<file path="src/hdl/clock_gate_pkg.sv">
// Shared types and constants for the differential clock output gating block
package clock_gate_pkg;

   localparam int PAIR_COUNT = 4;
   localparam int SYNC_STAGES = 2;
   localparam int DEBOUNCE_SAMPLES = 2;

   // Timing: 125 MHz system clock
   localparam int CLOCK_PERIOD_PS = 8000;
   localparam int RELEASE_DRIVE_NS = 10;
   localparam int RELEASE_DRIVE_RAW =
      (RELEASE_DRIVE_NS * 1000) / CLOCK_PERIOD_PS;
   localparam int RELEASE_DRIVE_CYCLES =
      (RELEASE_DRIVE_RAW < 1) ? 1 : RELEASE_DRIVE_RAW;
   localparam int RESUME_MAX_PERIODS = 6;
   // Slowest internal output period: half rate from the internal source
   localparam int SLOW_PERIOD_CYCLES = 4;
   localparam int RESUME_MAX_CYCLES = RESUME_MAX_PERIODS * SLOW_PERIOD_CYCLES;
   localparam int RATE_SWITCH_CYCLES = SLOW_PERIOD_CYCLES;

   typedef enum logic [1:0] {
      PAIR_RUN  = 2'h0,
      PAIR_PARK = 2'h1,
      PAIR_HIGH = 2'h3,
      PAIR_OFF  = 2'h2
   } pair_state_type;

   typedef struct packed {
      logic true_out;
      logic true_oe;
      logic true_strong;
      logic comp_out;
      logic comp_oe;
   } pair_drive_type;

   typedef struct packed {
      logic output_stop_n;
      logic ref_clock_in_true;
      logic pll_select;
      logic bandwidth_select_n;
      logic [PAIR_COUNT-1:0] output_enable_pin;
   } pin_in_type;

   typedef struct packed {
      logic half_rate_bit;
      logic stop_tristate_bit;
      logic pll_mode_bit;
      logic bandwidth_bit;
      logic [PAIR_COUNT-1:0] output_enable_bits;
      logic [PAIR_COUNT-1:0] stop_allow_bits;
   } config_type;

   localparam int PIN_WIDTH = $bits(pin_in_type);
   localparam pin_in_type PIN_RESET = '{
      output_stop_n: 1'b1,
      ref_clock_in_true: 1'b0,
      pll_select: 1'b1,
      bandwidth_select_n: 1'b1,
      output_enable_pin: 4'h0
   };
   localparam pair_drive_type DRIVE_OFF = '0;
   localparam logic STOP_IDLE_LEVEL = 1'b1;

endpackage : clock_gate_pkg

</file>
<file path="src/hdl/pin_sync.sv">
// Two-stage synchroniser for a vector of asynchronous pins
`timescale 1ns/1ps
module pin_sync #(
   parameter int WIDTH = 1,
   parameter logic [WIDTH-1:0] RESET_VALUE = '0
) (
   input wire logic clock,
   input wire logic rst_n,
   input wire logic [WIDTH-1:0] async_in,
   output logic [WIDTH-1:0] sync_q
);

   logic [WIDTH-1:0] meta_q;

   // First stage feeds only the second stage
   always_ff @(posedge clock) begin
      if (!rst_n) begin
         meta_q <= RESET_VALUE;
         sync_q <= RESET_VALUE;
      end else begin
         meta_q <= async_in;
         sync_q <= meta_q;
      end
   end

endmodule : pin_sync

</file>
<file path="src/hdl/diff_clock_output_gating.sv">
// Output gating, stop, enable, rate and path control for four clock pairs
`timescale 1ns/1ps

module diff_clock_output_gating (
   input wire logic clock,
   input wire logic rst_n,
   input wire clock_gate_pkg::pin_in_type pins,
   input wire clock_gate_pkg::config_type config_bits,
   output clock_gate_pkg::pair_drive_type [clock_gate_pkg::PAIR_COUNT-1:0]
      pair_drive,
   output logic stop_active,
   output logic pll_mode,
   output logic low_bandwidth,
   output logic half_rate_active
);
   import clock_gate_pkg::*;

   localparam int RELEASE_CYC = RELEASE_DRIVE_CYCLES;
   localparam int RESUME_CYC = RESUME_MAX_CYCLES;
   localparam int RATE_CYC = RATE_SWITCH_CYCLES;

   pin_in_type pin_s;
   logic master_q;
   logic master_d;
   logic div_q;
   logic ref_prev_q;
   logic path_pll_q;
   logic half_active_q;
   logic pll_mode_q;
   logic low_bw_q;
   logic stop_sample_q;
   logic stop_level_q;

   // Every pin is synchronised before any logic looks at it
   pin_sync #(
      .WIDTH(PIN_WIDTH),
      .RESET_VALUE(PIN_RESET)
   ) u_pin_sync (
      .clock(clock),
      .rst_n(rst_n),
      .async_in(pins),
      .sync_q(pin_s)
   );

   // Mode targets from register bits and pins; half rate from its register bit only
   wire logic pll_target;
   wire logic low_bw_target;
   wire logic half_target;
   assign pll_target = config_bits.pll_mode_bit & pin_s.pll_select;
   assign low_bw_target =
      ~config_bits.bandwidth_bit | ~pin_s.bandwidth_select_n;
   assign half_target = ~config_bits.half_rate_bit;

   // Output clock source: internal toggle or the input clock itself
   wire logic ref_rise;
   wire logic pll_next;
   wire logic byp_next;
   wire logic rise_ev;
   wire logic fall_ev;
   wire logic switch_ok;
   assign ref_rise = pin_s.ref_clock_in_true & ~ref_prev_q;
   assign pll_next = half_active_q ? (master_q ^ div_q) : ~master_q;
   assign byp_next = half_active_q ? (master_q ^ ref_rise)
                                   : pin_s.ref_clock_in_true;
   assign master_d = path_pll_q ? pll_next : byp_next;
   assign rise_ev = master_d & ~master_q;
   assign fall_ev = ~master_d & master_q;
   // Path and rate only change while the output sits low
   assign switch_ok = ~master_d;

   always_ff @(posedge clock) begin
      if (!rst_n) begin
         master_q <= 1'b0;
         div_q <= 1'b0;
         ref_prev_q <= 1'b0;
      end else begin
         master_q <= master_d;
         div_q <= ~div_q;
         ref_prev_q <= pin_s.ref_clock_in_true;
      end
   end

   always_ff @(posedge clock) begin
      if (!rst_n) begin
         pll_mode_q <= 1'b1;
         low_bw_q <= 1'b0;
         path_pll_q <= 1'b1;
         half_active_q <= 1'b0;
      end else begin
         pll_mode_q <= pll_target;
         low_bw_q <= low_bw_target;
         if (switch_ok) begin
            path_pll_q <= pll_mode_q;
            half_active_q <= half_target;
         end
      end
   end

   // Stop debounce, sampled where the complementary output rises;
   // with no input clock in bypass no sample is taken
   always_ff @(posedge clock) begin
      if (!rst_n) begin
         stop_sample_q <= STOP_IDLE_LEVEL;
         stop_level_q <= STOP_IDLE_LEVEL;
      end else if (fall_ev) begin
         stop_sample_q <= pin_s.output_stop_n;
         if (stop_sample_q == pin_s.output_stop_n) begin
            stop_level_q <= pin_s.output_stop_n;
         end
      end
   end

   assign stop_active = ~stop_level_q;
   assign pll_mode = pll_mode_q;
   assign low_bandwidth = low_bw_q;
   assign half_rate_active = half_active_q;

   generate
      for (genvar i = 0; i < PAIR_COUNT; i++) begin : g_pair
         pair_state_type state_q;
         pair_state_type state_d;
         pair_drive_type drive_q;
         pair_drive_type drive_d;
         wire logic pair_en;
         wire logic stop_req;
         wire logic park_ev;

         assign pair_en = config_bits.output_enable_bits[i]
                        & pin_s.output_enable_pin[i];
         assign stop_req = ~stop_level_q
                         & config_bits.stop_allow_bits[i];
         // Driven stop parks high, three-state stop parks low
         assign park_ev = config_bits.stop_tristate_bit ? fall_ev
                                                        : rise_ev;

         always_comb begin
            state_d = state_q;
            case (state_q)
               PAIR_RUN: begin
                  if (!pair_en && fall_ev) begin
                     state_d = PAIR_OFF;
                  end else if (stop_req && park_ev) begin
                     state_d = PAIR_PARK;
                  end
               end
               PAIR_PARK: begin
                  if (!pair_en) begin
                     state_d = PAIR_OFF;
                  end else if (!stop_req) begin
                     state_d = PAIR_HIGH;
                  end
               end
               PAIR_HIGH: begin
                  if (!pair_en) begin
                     state_d = PAIR_OFF;
                  end else if (stop_req) begin
                     state_d = PAIR_PARK;
                  end else if (rise_ev) begin
                     state_d = PAIR_RUN;
                  end
               end
               PAIR_OFF: begin
                  if (pair_en) begin
                     state_d = PAIR_HIGH;
                  end
               end
               default: begin
                  state_d = PAIR_OFF;
               end
            endcase
         end

         always_comb begin
            drive_d = DRIVE_OFF;
            case (state_d)
               PAIR_RUN: begin
                  drive_d.true_out = master_d;
                  drive_d.true_oe = 1'b1;
                  drive_d.comp_out = ~master_d;
                  drive_d.comp_oe = 1'b1;
               end
               PAIR_PARK: begin
                  if (!config_bits.stop_tristate_bit) begin
                     drive_d.true_out = 1'b1;
                     drive_d.true_oe = 1'b1;
                     drive_d.true_strong = 1'b1;
                  end
               end
               PAIR_HIGH: begin
                  drive_d.true_out = 1'b1;
                  drive_d.true_oe = 1'b1;
                  drive_d.comp_oe = 1'b1;
               end
               default: begin
                  drive_d = DRIVE_OFF;
               end
            endcase
         end

         always_ff @(posedge clock) begin
            if (!rst_n) begin
               state_q <= PAIR_OFF;
               drive_q <= DRIVE_OFF;
            end else begin
               state_q <= state_d;
               drive_q <= drive_d;
            end
         end

         assign pair_drive[i] = drive_q;

      end
   endgenerate
endmodule : diff_clock_output_gating

</file>
<file path="config.mk">
export PLATFORM = sky130hd
export DESIGN_NAME = diff_clock_output_gating
export DESIGN_NICKNAME = d
export VERILOG_FILES = /design/src/hdl/clock_gate_pkg.sv /design/src/hdl/pin_sync.sv /design/src/hdl/diff_clock_output_gating.sv
export SDC_FILE = /design/constraint.sdc
export NUM_CORES = 1
export LEC_CHECK = 0
export ABC_CLOCK_PERIOD_IN_PS = 2900
export BUFFER_PORTS_ARGS = -buffer_cell sky130_fd_sc_hd__buf_2
export CORE_ASPECT_RATIO = 1.1
export CORE_MARGIN = 4
export CORE_UTILIZATION = 45
export DETAILED_ROUTE_END_ITERATION = 10
export HOLD_SLACK_MARGIN = 0.12
export PLACE_DENSITY = 0.67
export SYNTH_ARGS = -nofsm -noshare
export SYNTH_HDL_FRONTEND = slang
export SYNTH_SLANG_ARGS = --single-unit
</file>
<file path="constraint.sdc">
create_clock -name clock -period 2.9 [get_ports clock]
set_clock_uncertainty 0.1 [all_clocks]
set_input_delay 0.29 -clock clock [delete_from_list [all_inputs] [get_ports clock]]
set_output_delay 0.29 -clock clock [all_outputs]
set_load 0.01 [all_outputs]
</file>
# --- Word-level counts from Yosys, hierarchy flattened ---
# Cells that the tools add are included.
totals:
  ff_bits: 53
  inputBits: 22
  out_inout_bits: 24
  word_cells: 161
op_classes:
  eq_ne: 21
  n_mux: 49
  bitwise: 23
  n_reduce_logical: 33
op_table:
  columns: ["operator", "n"]
  rows:
  - ["$mux 2", 32]
  - ["$pmux 2 s4", 4]
  - ["$eq 2x2->1 const B", 12]
  - ["$pmux 2 s3", 4]
  - ["$reduce_and 2->1", 9]
  - ["$eq 2x1->1 const B", 8]
  - ["$logic_not 2->1", 8]
  - ["$and 1x1->1", 12]
  - ["$logic_and 1x1->1", 8]
  - ["$mux 1", 8]
  - ["$not 1->1", 8]
  - ["$reduce_or 2->1", 4]
  - ["$logic_not 1->1", 4]
  - ["$mux 3", 1]
  - ["$xor 1x1->1", 2]
  - ["$eq 1x1->1", 1]
  - ["$or 1x1->1", 1]

# --- Logic depth before layout (Yosys ltp) ---
# Gate-level depths: netlist (run 1).
depth:
  depth_word: 15
  depth_mapped: 11
  mapped_depth_nobuf: 10

# --- By module ---
# From an unflattened synthesis (run 1), not the netlist that was laid out.
unflattened:
  cells_unflattened: 246
  hier_area_um2: 2346.0
modules_own_cells:
  columns: ["module", "instances", "cells_each", "area_each_um2", "seq_area_each_um2"]
  rows:
  - ["diff_clock_output_gating", 1, 213, 1905.6, 740.7]
  - ["pin_sync", 1, 33, 440.4, 320.3]

# --- Least setup slack after synthesis (run 1) ---
# Ideal clock, no wire load.
synth_timing:
  kind: "register to register"
  start: "register half_active_q, in the netlist half_rate_active"
  end: "register g_pair[0].drive_q, in the netlist pair_drive[3]"
  arrival_time_ns: 2.162
  t_required_ns: 2.681
  slack_ns: 0.519
  path_stages_with_launch: 10
  n_path_buf: 1
  cell_sequence: "dfxtp_1 -> nand2b_2 -> o221ai_2 -> and2_1 -> buf_6 -> nor3_2 -> or3_1 -> ha_1 -> a21o_1 -> o221a_2"
synth_via:
  elab_chain_cells: 11
synth_lines:
  columns: ["element", "line_no", "rtl"]
  rows:
  - ["start, declared", "diff_clock_output_gating.sv:28", "logic half_active_q;"]
  - ["start signal, assigned", "diff_clock_output_gating.sv:94", "half_active_q <= half_target;"]
  - ["$mux 1, on equally long branches", "diff_clock_output_gating.sv:63, diff_clock_output_gating.sv:62", null]
  - ["$mux 1 *", "diff_clock_output_gating.sv:65", "assign master_d = path_pll_q ? pll_next : byp_next;"]
  - ["$not 1->1", "diff_clock_output_gating.sv:67", "assign fall_ev = ~master_d & master_q;"]
  - ["$and 1x1->1", "diff_clock_output_gating.sv:67", null]
  - ["$mux 1", "diff_clock_output_gating.sv:133", "assign park_ev = config_bits.stop_tristate_bit ? fall_ev"]
  - ["$logic_and 1x1->1", "diff_clock_output_gating.sv:142", "end else if (stop_req && park_ev) begin"]
  - ["$mux 2", "diff_clock_output_gating.sv:142", null]
  - ["$mux 2", "diff_clock_output_gating.sv:140", "if (!pair_en && fall_ev) begin"]
  - ["$pmux 2 s4 *", "diff_clock_output_gating.sv:138", "case (state_q)"]
  - ["$eq 2x2->1, or another cell as far along", "diff_clock_output_gating.sv:175", "case (state_d)"]
  - ["$pmux 2 s3 *", "diff_clock_output_gating.sv:175", null]
  - ["end signal, assigned", "diff_clock_output_gating.sv:206", "drive_q <= drive_d;"]
  - ["end, declared", "diff_clock_output_gating.sv:122", "pair_drive_type drive_q;"]
# Mark *: on every way between the ends. The rest lies on a longest branch, timed or not.
# A chain may end at the register's enable or synchronous reset.

# --- Final worst setup path (run 1) ---
layout_timing:
  start: "register path_pll_q"
  end: "register g_pair[0].drive_q, in the netlist pair_drive[3]"
layout_via:
  elab_chain_cells: 10
layout_lines:
  columns: ["element", "line_no", "rtl"]
  rows:
  - ["start, declared", "diff_clock_output_gating.sv:27", "logic path_pll_q;"]
  - ["start signal, assigned", "diff_clock_output_gating.sv:93", "path_pll_q <= pll_mode_q;"]
  - ["$mux 1 *", "diff_clock_output_gating.sv:65", null]
  - ["$not 1->1", "diff_clock_output_gating.sv:67", null]
  - ["$and 1x1->1", "diff_clock_output_gating.sv:67", null]
  - ["$mux 1", "diff_clock_output_gating.sv:133", null]
  - ["$logic_and 1x1->1", "diff_clock_output_gating.sv:142", null]
  - ["$mux 2", "diff_clock_output_gating.sv:142", null]
  - ["$mux 2", "diff_clock_output_gating.sv:140", null]
  - ["$pmux 2 s4 *", "diff_clock_output_gating.sv:138", null]
  - ["$eq 2x2->1, or another cell as far along", "diff_clock_output_gating.sv:175", null]
  - ["$pmux 2 s3 *", "diff_clock_output_gating.sv:175", null]
# Marked as above.

==> summary.md, run 1 <==
| Metric | Value |
|---|---|
| Outcome | `finished clean` |
| Pwr Total | `0.00145 W` |
| Post-CTS sizing | `0` |
| DP HPWL | `3280 µm` |
| Slowest-stage cell, CP | `dfxtp_1` |
| Critical path type | `flop to flop` |
| Final Cycle Share | `0.917` |
| Critical-path maximum fanout | `12` |
| Hold path depth | `3` |
| Die area | `6390 µm²` |
| Num rows | `27` |
| CTS buffer count | `5` |
| DRT antenna net count | `0` |
| PwrDens | `516 nW/µm²` |
| Reg-to-Reg Start | `path_pll_q` |
| Final core utilization | `0.563` |
| WL per Instance | `13.1 µm` |
| Fmax | `376 MHz` |
| Top-area cell type share of the netlist area | `0.456` |
| Avg Cell Area, Syn | `9.78 µm²` |
| IO Pins | `46` |
| Most common flop cell mapped by yosys | `dfxtp_1` |
| Syn Std Cell Area | `2330 µm²` |
| Grt ovf | `0` |
| Slew @ Worst Pin | `775 ps` |
| Main combinational cell family by area after synthesis | `simple AND/OR/NAND/NOR gates` |
| Sequential element share of the synthesized area | `0.456` |
| Arrival @ worst endpoint | `2760 ps` |
| Final hold vios | `0` |
| YS warnings | `0` |
| Share of layout cells above drive strength 1 | `0.223` |
| XOR/XNOR Fraction of Synth Area | `0.00376` |
| Core Box Area | `5000 µm²` |
| Antenna violations before repair | `0` |
| RSZ-0062 raised after global routing | `false` |
| GRT Total Usage | `0.154` |
| Setup bufs post-CTS | `0` |
| Synth cell types | `42` |
| P_leak | `1.29 nW` |
| Worst setup SP type | `flop` |
| Starting DRT DRC Count | `100` |
| Max Cap Viol | `0` |
| RePlAce Congestion | `0.872` |
| Final nets | `334` |
| Multi-input gate area | `1190 µm²` |
| Initial DRT Pass Iterations | `4` |
| CTS tree | `done` |
| Vias in the first global route | `1799` |
| R2R cell count | `8` |
| Hold Buf Count CTS | `11` |
| Port Buf Inserts | `45` |
| Mapped Cells | `238` |
| H-tree levels | `2` |
| Die W | `76.6 µm` |
| CTS clk-pin slew, worst paths | `90 ps` |
| Max-slew headroom | `0.482` |
| Setup_tns | `0 ps` |
| Cell Chain, Critical Path | `nand2b_2 -> o221ai_2 -> and2_1 -> nor3_2 -> or3_1 -> ha_1 -> a21o_1 -> o221a_2` |
| Wirelength, routed | `4650 µm` |
| Crit-path leading delay family | `simple AND/OR/NAND/NOR gates` |
| CP startpoint | `path_pll_q` |
| Routed via count | `1839` |
| Synth Net Count | `276` |
| Final setup fails | `0` |
| Number of synthesized flops with an enable pin | `0` |
| Syn-to-layout area delta | `21.0%` |
| Largest net degree at the start of global routing | `43` |
| Slew Viols, Final | `0` |
| Compound-Gate Fraction of Synth Area | `0.160` |
| Inst Count DP | `336` |
| Yosys reg bits | `53` |
| Vias per cell | `5.19` |
| Initial Util | `0.466` |
| Critical Path Max Stage Delay | `420 ps` |
| Ys async rst share | `0` |
| Clock insertion delay at the later pin of the skew report | `300 ps` |
| Area leader, netlist | `dfxtp_1` |
| Type of the most critical hold path | `input port to flop` |
| Die Span Y | `83.4 µm` |
| Maximum VDD drop | `0.000328 V` |
| Flop2flop setup slack | `240 ps` |
| Simple-gate share of the synthesized area | `0.253` |
| Critical Path Sink Type | `flop` |
| Worst hold slack | `265 ps` |
| First-pass GRT wire length | `8080 µm` |
| CP required | `3000 ps` |
| Finished Layout Cells | `354` |
| WHS Endpoint | `pair_drive[7]` |
| N_diodes | `0` |
| Root Driver | `clkbuf_8` |
| Min Tclk post-route | `2660 ps` |
| # clock sinks | `53` |
| Reg area | `1060 µm²` |
| Crit Reg-Reg Endpoint | `pair_drive[3]` |
| Hold path startpoint | `config_bits[10]` |
| Clk buf depth | `2` |
| Multiplexer share of the synthesized area | `0.00860` |
| CP Buf/Inv Count | `0` |
| Top cells by area, synth | `dfxtp_1, ha_1, and2_1` |
| Adder-cell share of the synthesized area | `0.0860` |
| Fillers | `456` |
| DRC Markers | `0` |
==> worst max path at each step <==
stage,endpoint,slack [ps],depth (start not counted)
floorplan,pair_drive[3],520,9
global placement,pair_drive[3],320,8
detailed placement,pair_drive[3],240,8
CTS,pair_drive[3],230,8
global route,pair_drive[3],50,8
finish,pair_drive[3],240,8
==> synth_stat cells (4+ instances only) <==
master     n
ha_1      16
clkbuf_1   4
and2_1    22
nand2_1   14
and3_1     7
nor3_1    11
nand3_1    5
a31oi_1    4
nor3b_1    4
nand2b_1   7
nand3b_1   4
a21oi_1    8
a211oi_1   6
nor2b_1    8
nor2_1    15
inv_1      7
dfxtp_1   53
==> cells in the final DEF (no fill, tap or decap), types with 5 or more instances in the layout <==
master,n
dfxtp_1,53
buf_2,45
and2_1,22
ha_1,16
nor2_1,15
nand2_1,14
nor3_1,11
dlygate4sd3_1,11
nor2b_1,8
a21oi_1,8
nand2b_1,7
inv_1,7
and3_1,7
a211oi_1,6
nand3_1,5
clkbuf_8,5
==> per-stage QoR <==
| step | instance area, µm² | setup slack (ps) |
|---|---|---|
| 3_5_place_dp | 2600 | 243 |
| 3_3_place_gp | 2600 | 321 |
| 6_report | 2820 | 239 |
| 4_1_cts | 2820 | 231 |
| 5_1_grt | 2820 | 51.5 |
| 2_1_floorplan | 2330 | 519 |
==> metal layers <==
layer	wire [µm]	vias up	share of wire	global-route usage
li1	-	947	-	-
met1	2150	847	0.46	0.193
met2	2250	39	0.48	0.265
met3	184	6	0.040	0.0282
met4	63	0	0.014	0.0494
met5	0	-	0	0
==> registers in the layout, summed over array words and instances (netlist names) <==
| name | cells |
|---|---|
| u_pin_sync.sync_q | 8 |
| path_pll_q | 1 |
| ref_prev_q | 1 |
| pll_mode | 1 |
| u_pin_sync.meta_q | 8 |
| master_q | 1 |
| div_q | 1 |
| stop_sample_q | 1 |
| g_pair.state_q | 8 |
| half_rate_active | 1 |
| stop_level_q | 1 |
| low_bandwidth | 1 |
| pair_drive | 20 |
==> cell families after synthesis <==
group	after synthesis
DFF	53
and+or+nand+nor	105
adders and majority gates	16
muxes	2
buffers and inverters	16
xor gates and xnor gates	1
AOI/OAI and AO/OA	45
==> worst register-to-register path, delay by kind of cell (launching register included) <==
family / cells / cell delay (ps)
adders and majority gates: 1 / 230
and+or+nand+nor: 4 / 1070
AOI/OAI and AO/OA: 3 / 730
DFF: 1 / 420
==> area by class of cell <==
type / count / share of cell area
Timing Repair Buffer: 59 / 0.127
Clock buffer: 5 / 0.0244
Inverter: 8 / 0.0107
Clock inverter: 2 / 0.0124
Multi-Input combinational cell: 169 / 0.423
Sequential cell: 53 / 0.377
Tap cell: 58 / 0.0258
==> power by group <==
part	leakage, nW	internal [W]	switching [W]
registers	0.433	0.000751	0.0000209
logic	0.807	0.0000895	0.000123
clock network	0.0540	0.000251	0.000218
Note: power is estimated with default switching activity, not from simulation.
==> run 2: changes to the inputs <==
Settings changed: GPL_TIMING_DRIVEN set to 0.
==> summary.md, run 2 (synthesized netlist as in run 1, its figures left out) <==
| Metric | Value |
|---|---|
| Max Cap Viol | `0 (unchanged)` |
| Clk buf depth | `2 (unchanged)` |
| Root Driver | `clkbuf_8` |
| DRT antenna net count | `0 (unchanged)` |
| Arrival @ worst endpoint | `2710 ps (-50 ps)` |
| Syn-to-layout area delta | `23.8%` |
| Final setup fails | `0 (unchanged)` |
| PwrDens | `528 nW/µm² (+2.3%)` |
| Final nets | `341 (+2.1%)` |
| Clock insertion delay at the later pin of the skew report | `300 ps (about the same)` |
| Share of layout cells above drive strength 1 | `0.224 (+0.000711)` |
| Leading cell type in the layout, fill and taps excluded | `dfxtp_1` |
| CTS buffer count | `5 (unchanged)` |
| Grt ovf | `0 (unchanged)` |
| RSZ-0062 raised after global routing | `false` |
| Max-slew headroom | `0.490 (+0.00867)` |
| Setup bufs post-CTS | `0 (unchanged)` |
| Critical Path Sink Type | `flop` |
| Critical path type | `flop to flop` |
| Slowest-stage cell, CP | `dfxtp_1` |
| CP required | `3010 ps (about the same)` |
| # clock sinks | `53 (unchanged)` |
| N_diodes | `0 (unchanged)` |
| H-tree levels | `2 (unchanged)` |
| Final Cycle Share | `0.898 (-0.0196)` |
| Wirelength, routed | `5210 µm (+12%)` |
| Type of the most critical hold path | `input port to flop` |
| WL per Instance | `14.4 µm (+9.5%)` |
| Starting DRT DRC Count | `108 (+8.0%)` |
| Worst setup SP type | `flop` |
| Routed via count | `1897 (+3.2%)` |
| Vias per cell | `5.24 (+0.87%)` |
| Fillers | `467 (+2.4%)` |
| Fmax | `384 MHz (+2.2%)` |
| Core Box Area | `5000 µm² (unchanged)` |
| Setup_tns | `0 ps (unchanged)` |
| P_leak | `1.31 nW (+1.5%)` |
| Commonest non-fill, non-tap cells in the layout | `dfxtp_1, buf_2, and2_1, ha_1, nor2_1` |
| Die area | `6390 µm² (unchanged)` |
| Cell Chain, Critical Path | `nand2b_2 -> o221ai_2 -> and2_1 -> buf_6 -> nor3_2 -> or3_1 -> ha_1 -> a21o_1 -> o221a_2` |
| DRC Markers | `0 (unchanged)` |
| Largest net degree at the start of global routing | `17 (-60%)` |
| IO Pins | `46 (unchanged)` |
| Port Buf Inserts | `45 (unchanged)` |
| CTS clk-pin slew, worst paths | `100 ps (about the same)` |
| Critical-path maximum fanout | `8 (-4)` |
| Initial DRT Pass Iterations | `5 (+1)` |
| DP HPWL | `3640 µm (+11%)` |
| Critical Path Max Stage Delay | `520 ps (+100 ps)` |
| Outcome | `finished clean` |
| Final hold vios | `0 (unchanged)` |
| Largest register FFs | `20 (unchanged)` |
| First-pass GRT wire length | `8990 µm (+11%)` |
| Vias in the first global route | `1939 (+7.8%)` |
| Worst hold slack | `255 ps (-9.98 ps)` |
| RePlAce Congestion | `0.808 (-7.3%)` |
| Initial Util | `0.466 (unchanged)` |
| GRT Total Usage | `0.178 (+0.0246)` |
| Min Tclk post-route | `2600 ps (-56.8 ps)` |
| Slew Viols, Final | `0 (unchanged)` |
| Maximum VDD drop | `0.000346 V (+5.5%)` |
| Slew @ Worst Pin | `762 ps (-13.0 ps)` |
| Die W | `76.6 µm (unchanged)` |
| CTS tree | `done` |
| Num rows | `27 (unchanged)` |
| Die Span Y | `83.4 µm (unchanged)` |
| Antenna violations before repair | `0 (unchanged)` |
-- run 2: cell count changes in the layout (fill, tap and decap cells not counted), moves of 2 or more --
cell,previous run,this run
clkbuf_1,0,4
buf_4,3,0
buf_6,0,2
dlygate4sd3_1,11,13
-- run 2: power by group --
part	internal (W)	total (W)	switching, W
clock	0.000281	0.000520	0.000239
combinational	0.0000972	0.000231	0.000134
sequential	0.000751	0.000771	0.0000200
total	0.00113	0.00152	0.000393
-- run 2: repair_timing --
action                                  CTS  global route
hold endpoints to repair                 12             0
gates resized for setup                   0             1
endpoints found under the setup margin    0             1
hold buffers                             13             0
-- run 2: path summary, 6_finish.rpt --
check / start / end / slack, ps / depth (start not counted)
worst max-delay path: half_rate_active / pair_drive[3] / 300 / 9
worst min-delay path: config_bits[10] / pair_drive[7] / 250 / 3
worst max register to register: half_rate_active / pair_drive[3] / 300 / 9
worst min register to register: u_pin_sync.meta_q[4] / u_pin_sync.sync_q[4] / 320 / 1
-- run 2: layout make-up --
type                       instances  area [µm²]  area share
buffer                             8        46.3      0.0161
clock buffer                       6        82.6      0.0286
clock inverter                     2        37.5      0.0130
inverter                           8        30.0      0.0104
multi-input combinational        169        1200       0.415
sequential                        53        1060       0.368
tap                               58        72.6      0.0252
timing repair buffer              58         355       0.123
-- run 2: per-stage QoR --
stage | total power, W | setup slack [ps] | instance area (µm²) | utilization | cells
floorplan | 0.000933 | 519 | 2330 | - | 238
global placement | 0.00100 | 312 | 2630 | 0.525 | 341
detailed placement | 0.00100 | 319 | 2630 | 0.525 | 341
CTS | 0.00154 | 298 | 2880 | 0.575 | 362
global route | 0.00160 | 24.2 | 2880 | 0.577 | 362
finish | 0.00152 | 296 | 2880 | 0.577 | 362
-- run 2: per-layer routing --
layer / track usage / vias to the layer above / part of all wire
met5: 0 / - / 0
li1: - / 968 / -
met4: 0.0807 / 0 / 0.017
met2: 0.304 / 35 / 0.50
met3: 0.0336 / 8 / 0.032
met1: 0.216 / 886 / 0.45
-- run 2: critical path, delay by kind of cell (launching register included) --
kind	cells	cell delay [ps]
compound gates	3	790
fa+ha+maj	1	230
buf+inv	1	130
flops	1	520
simple gates	4	730
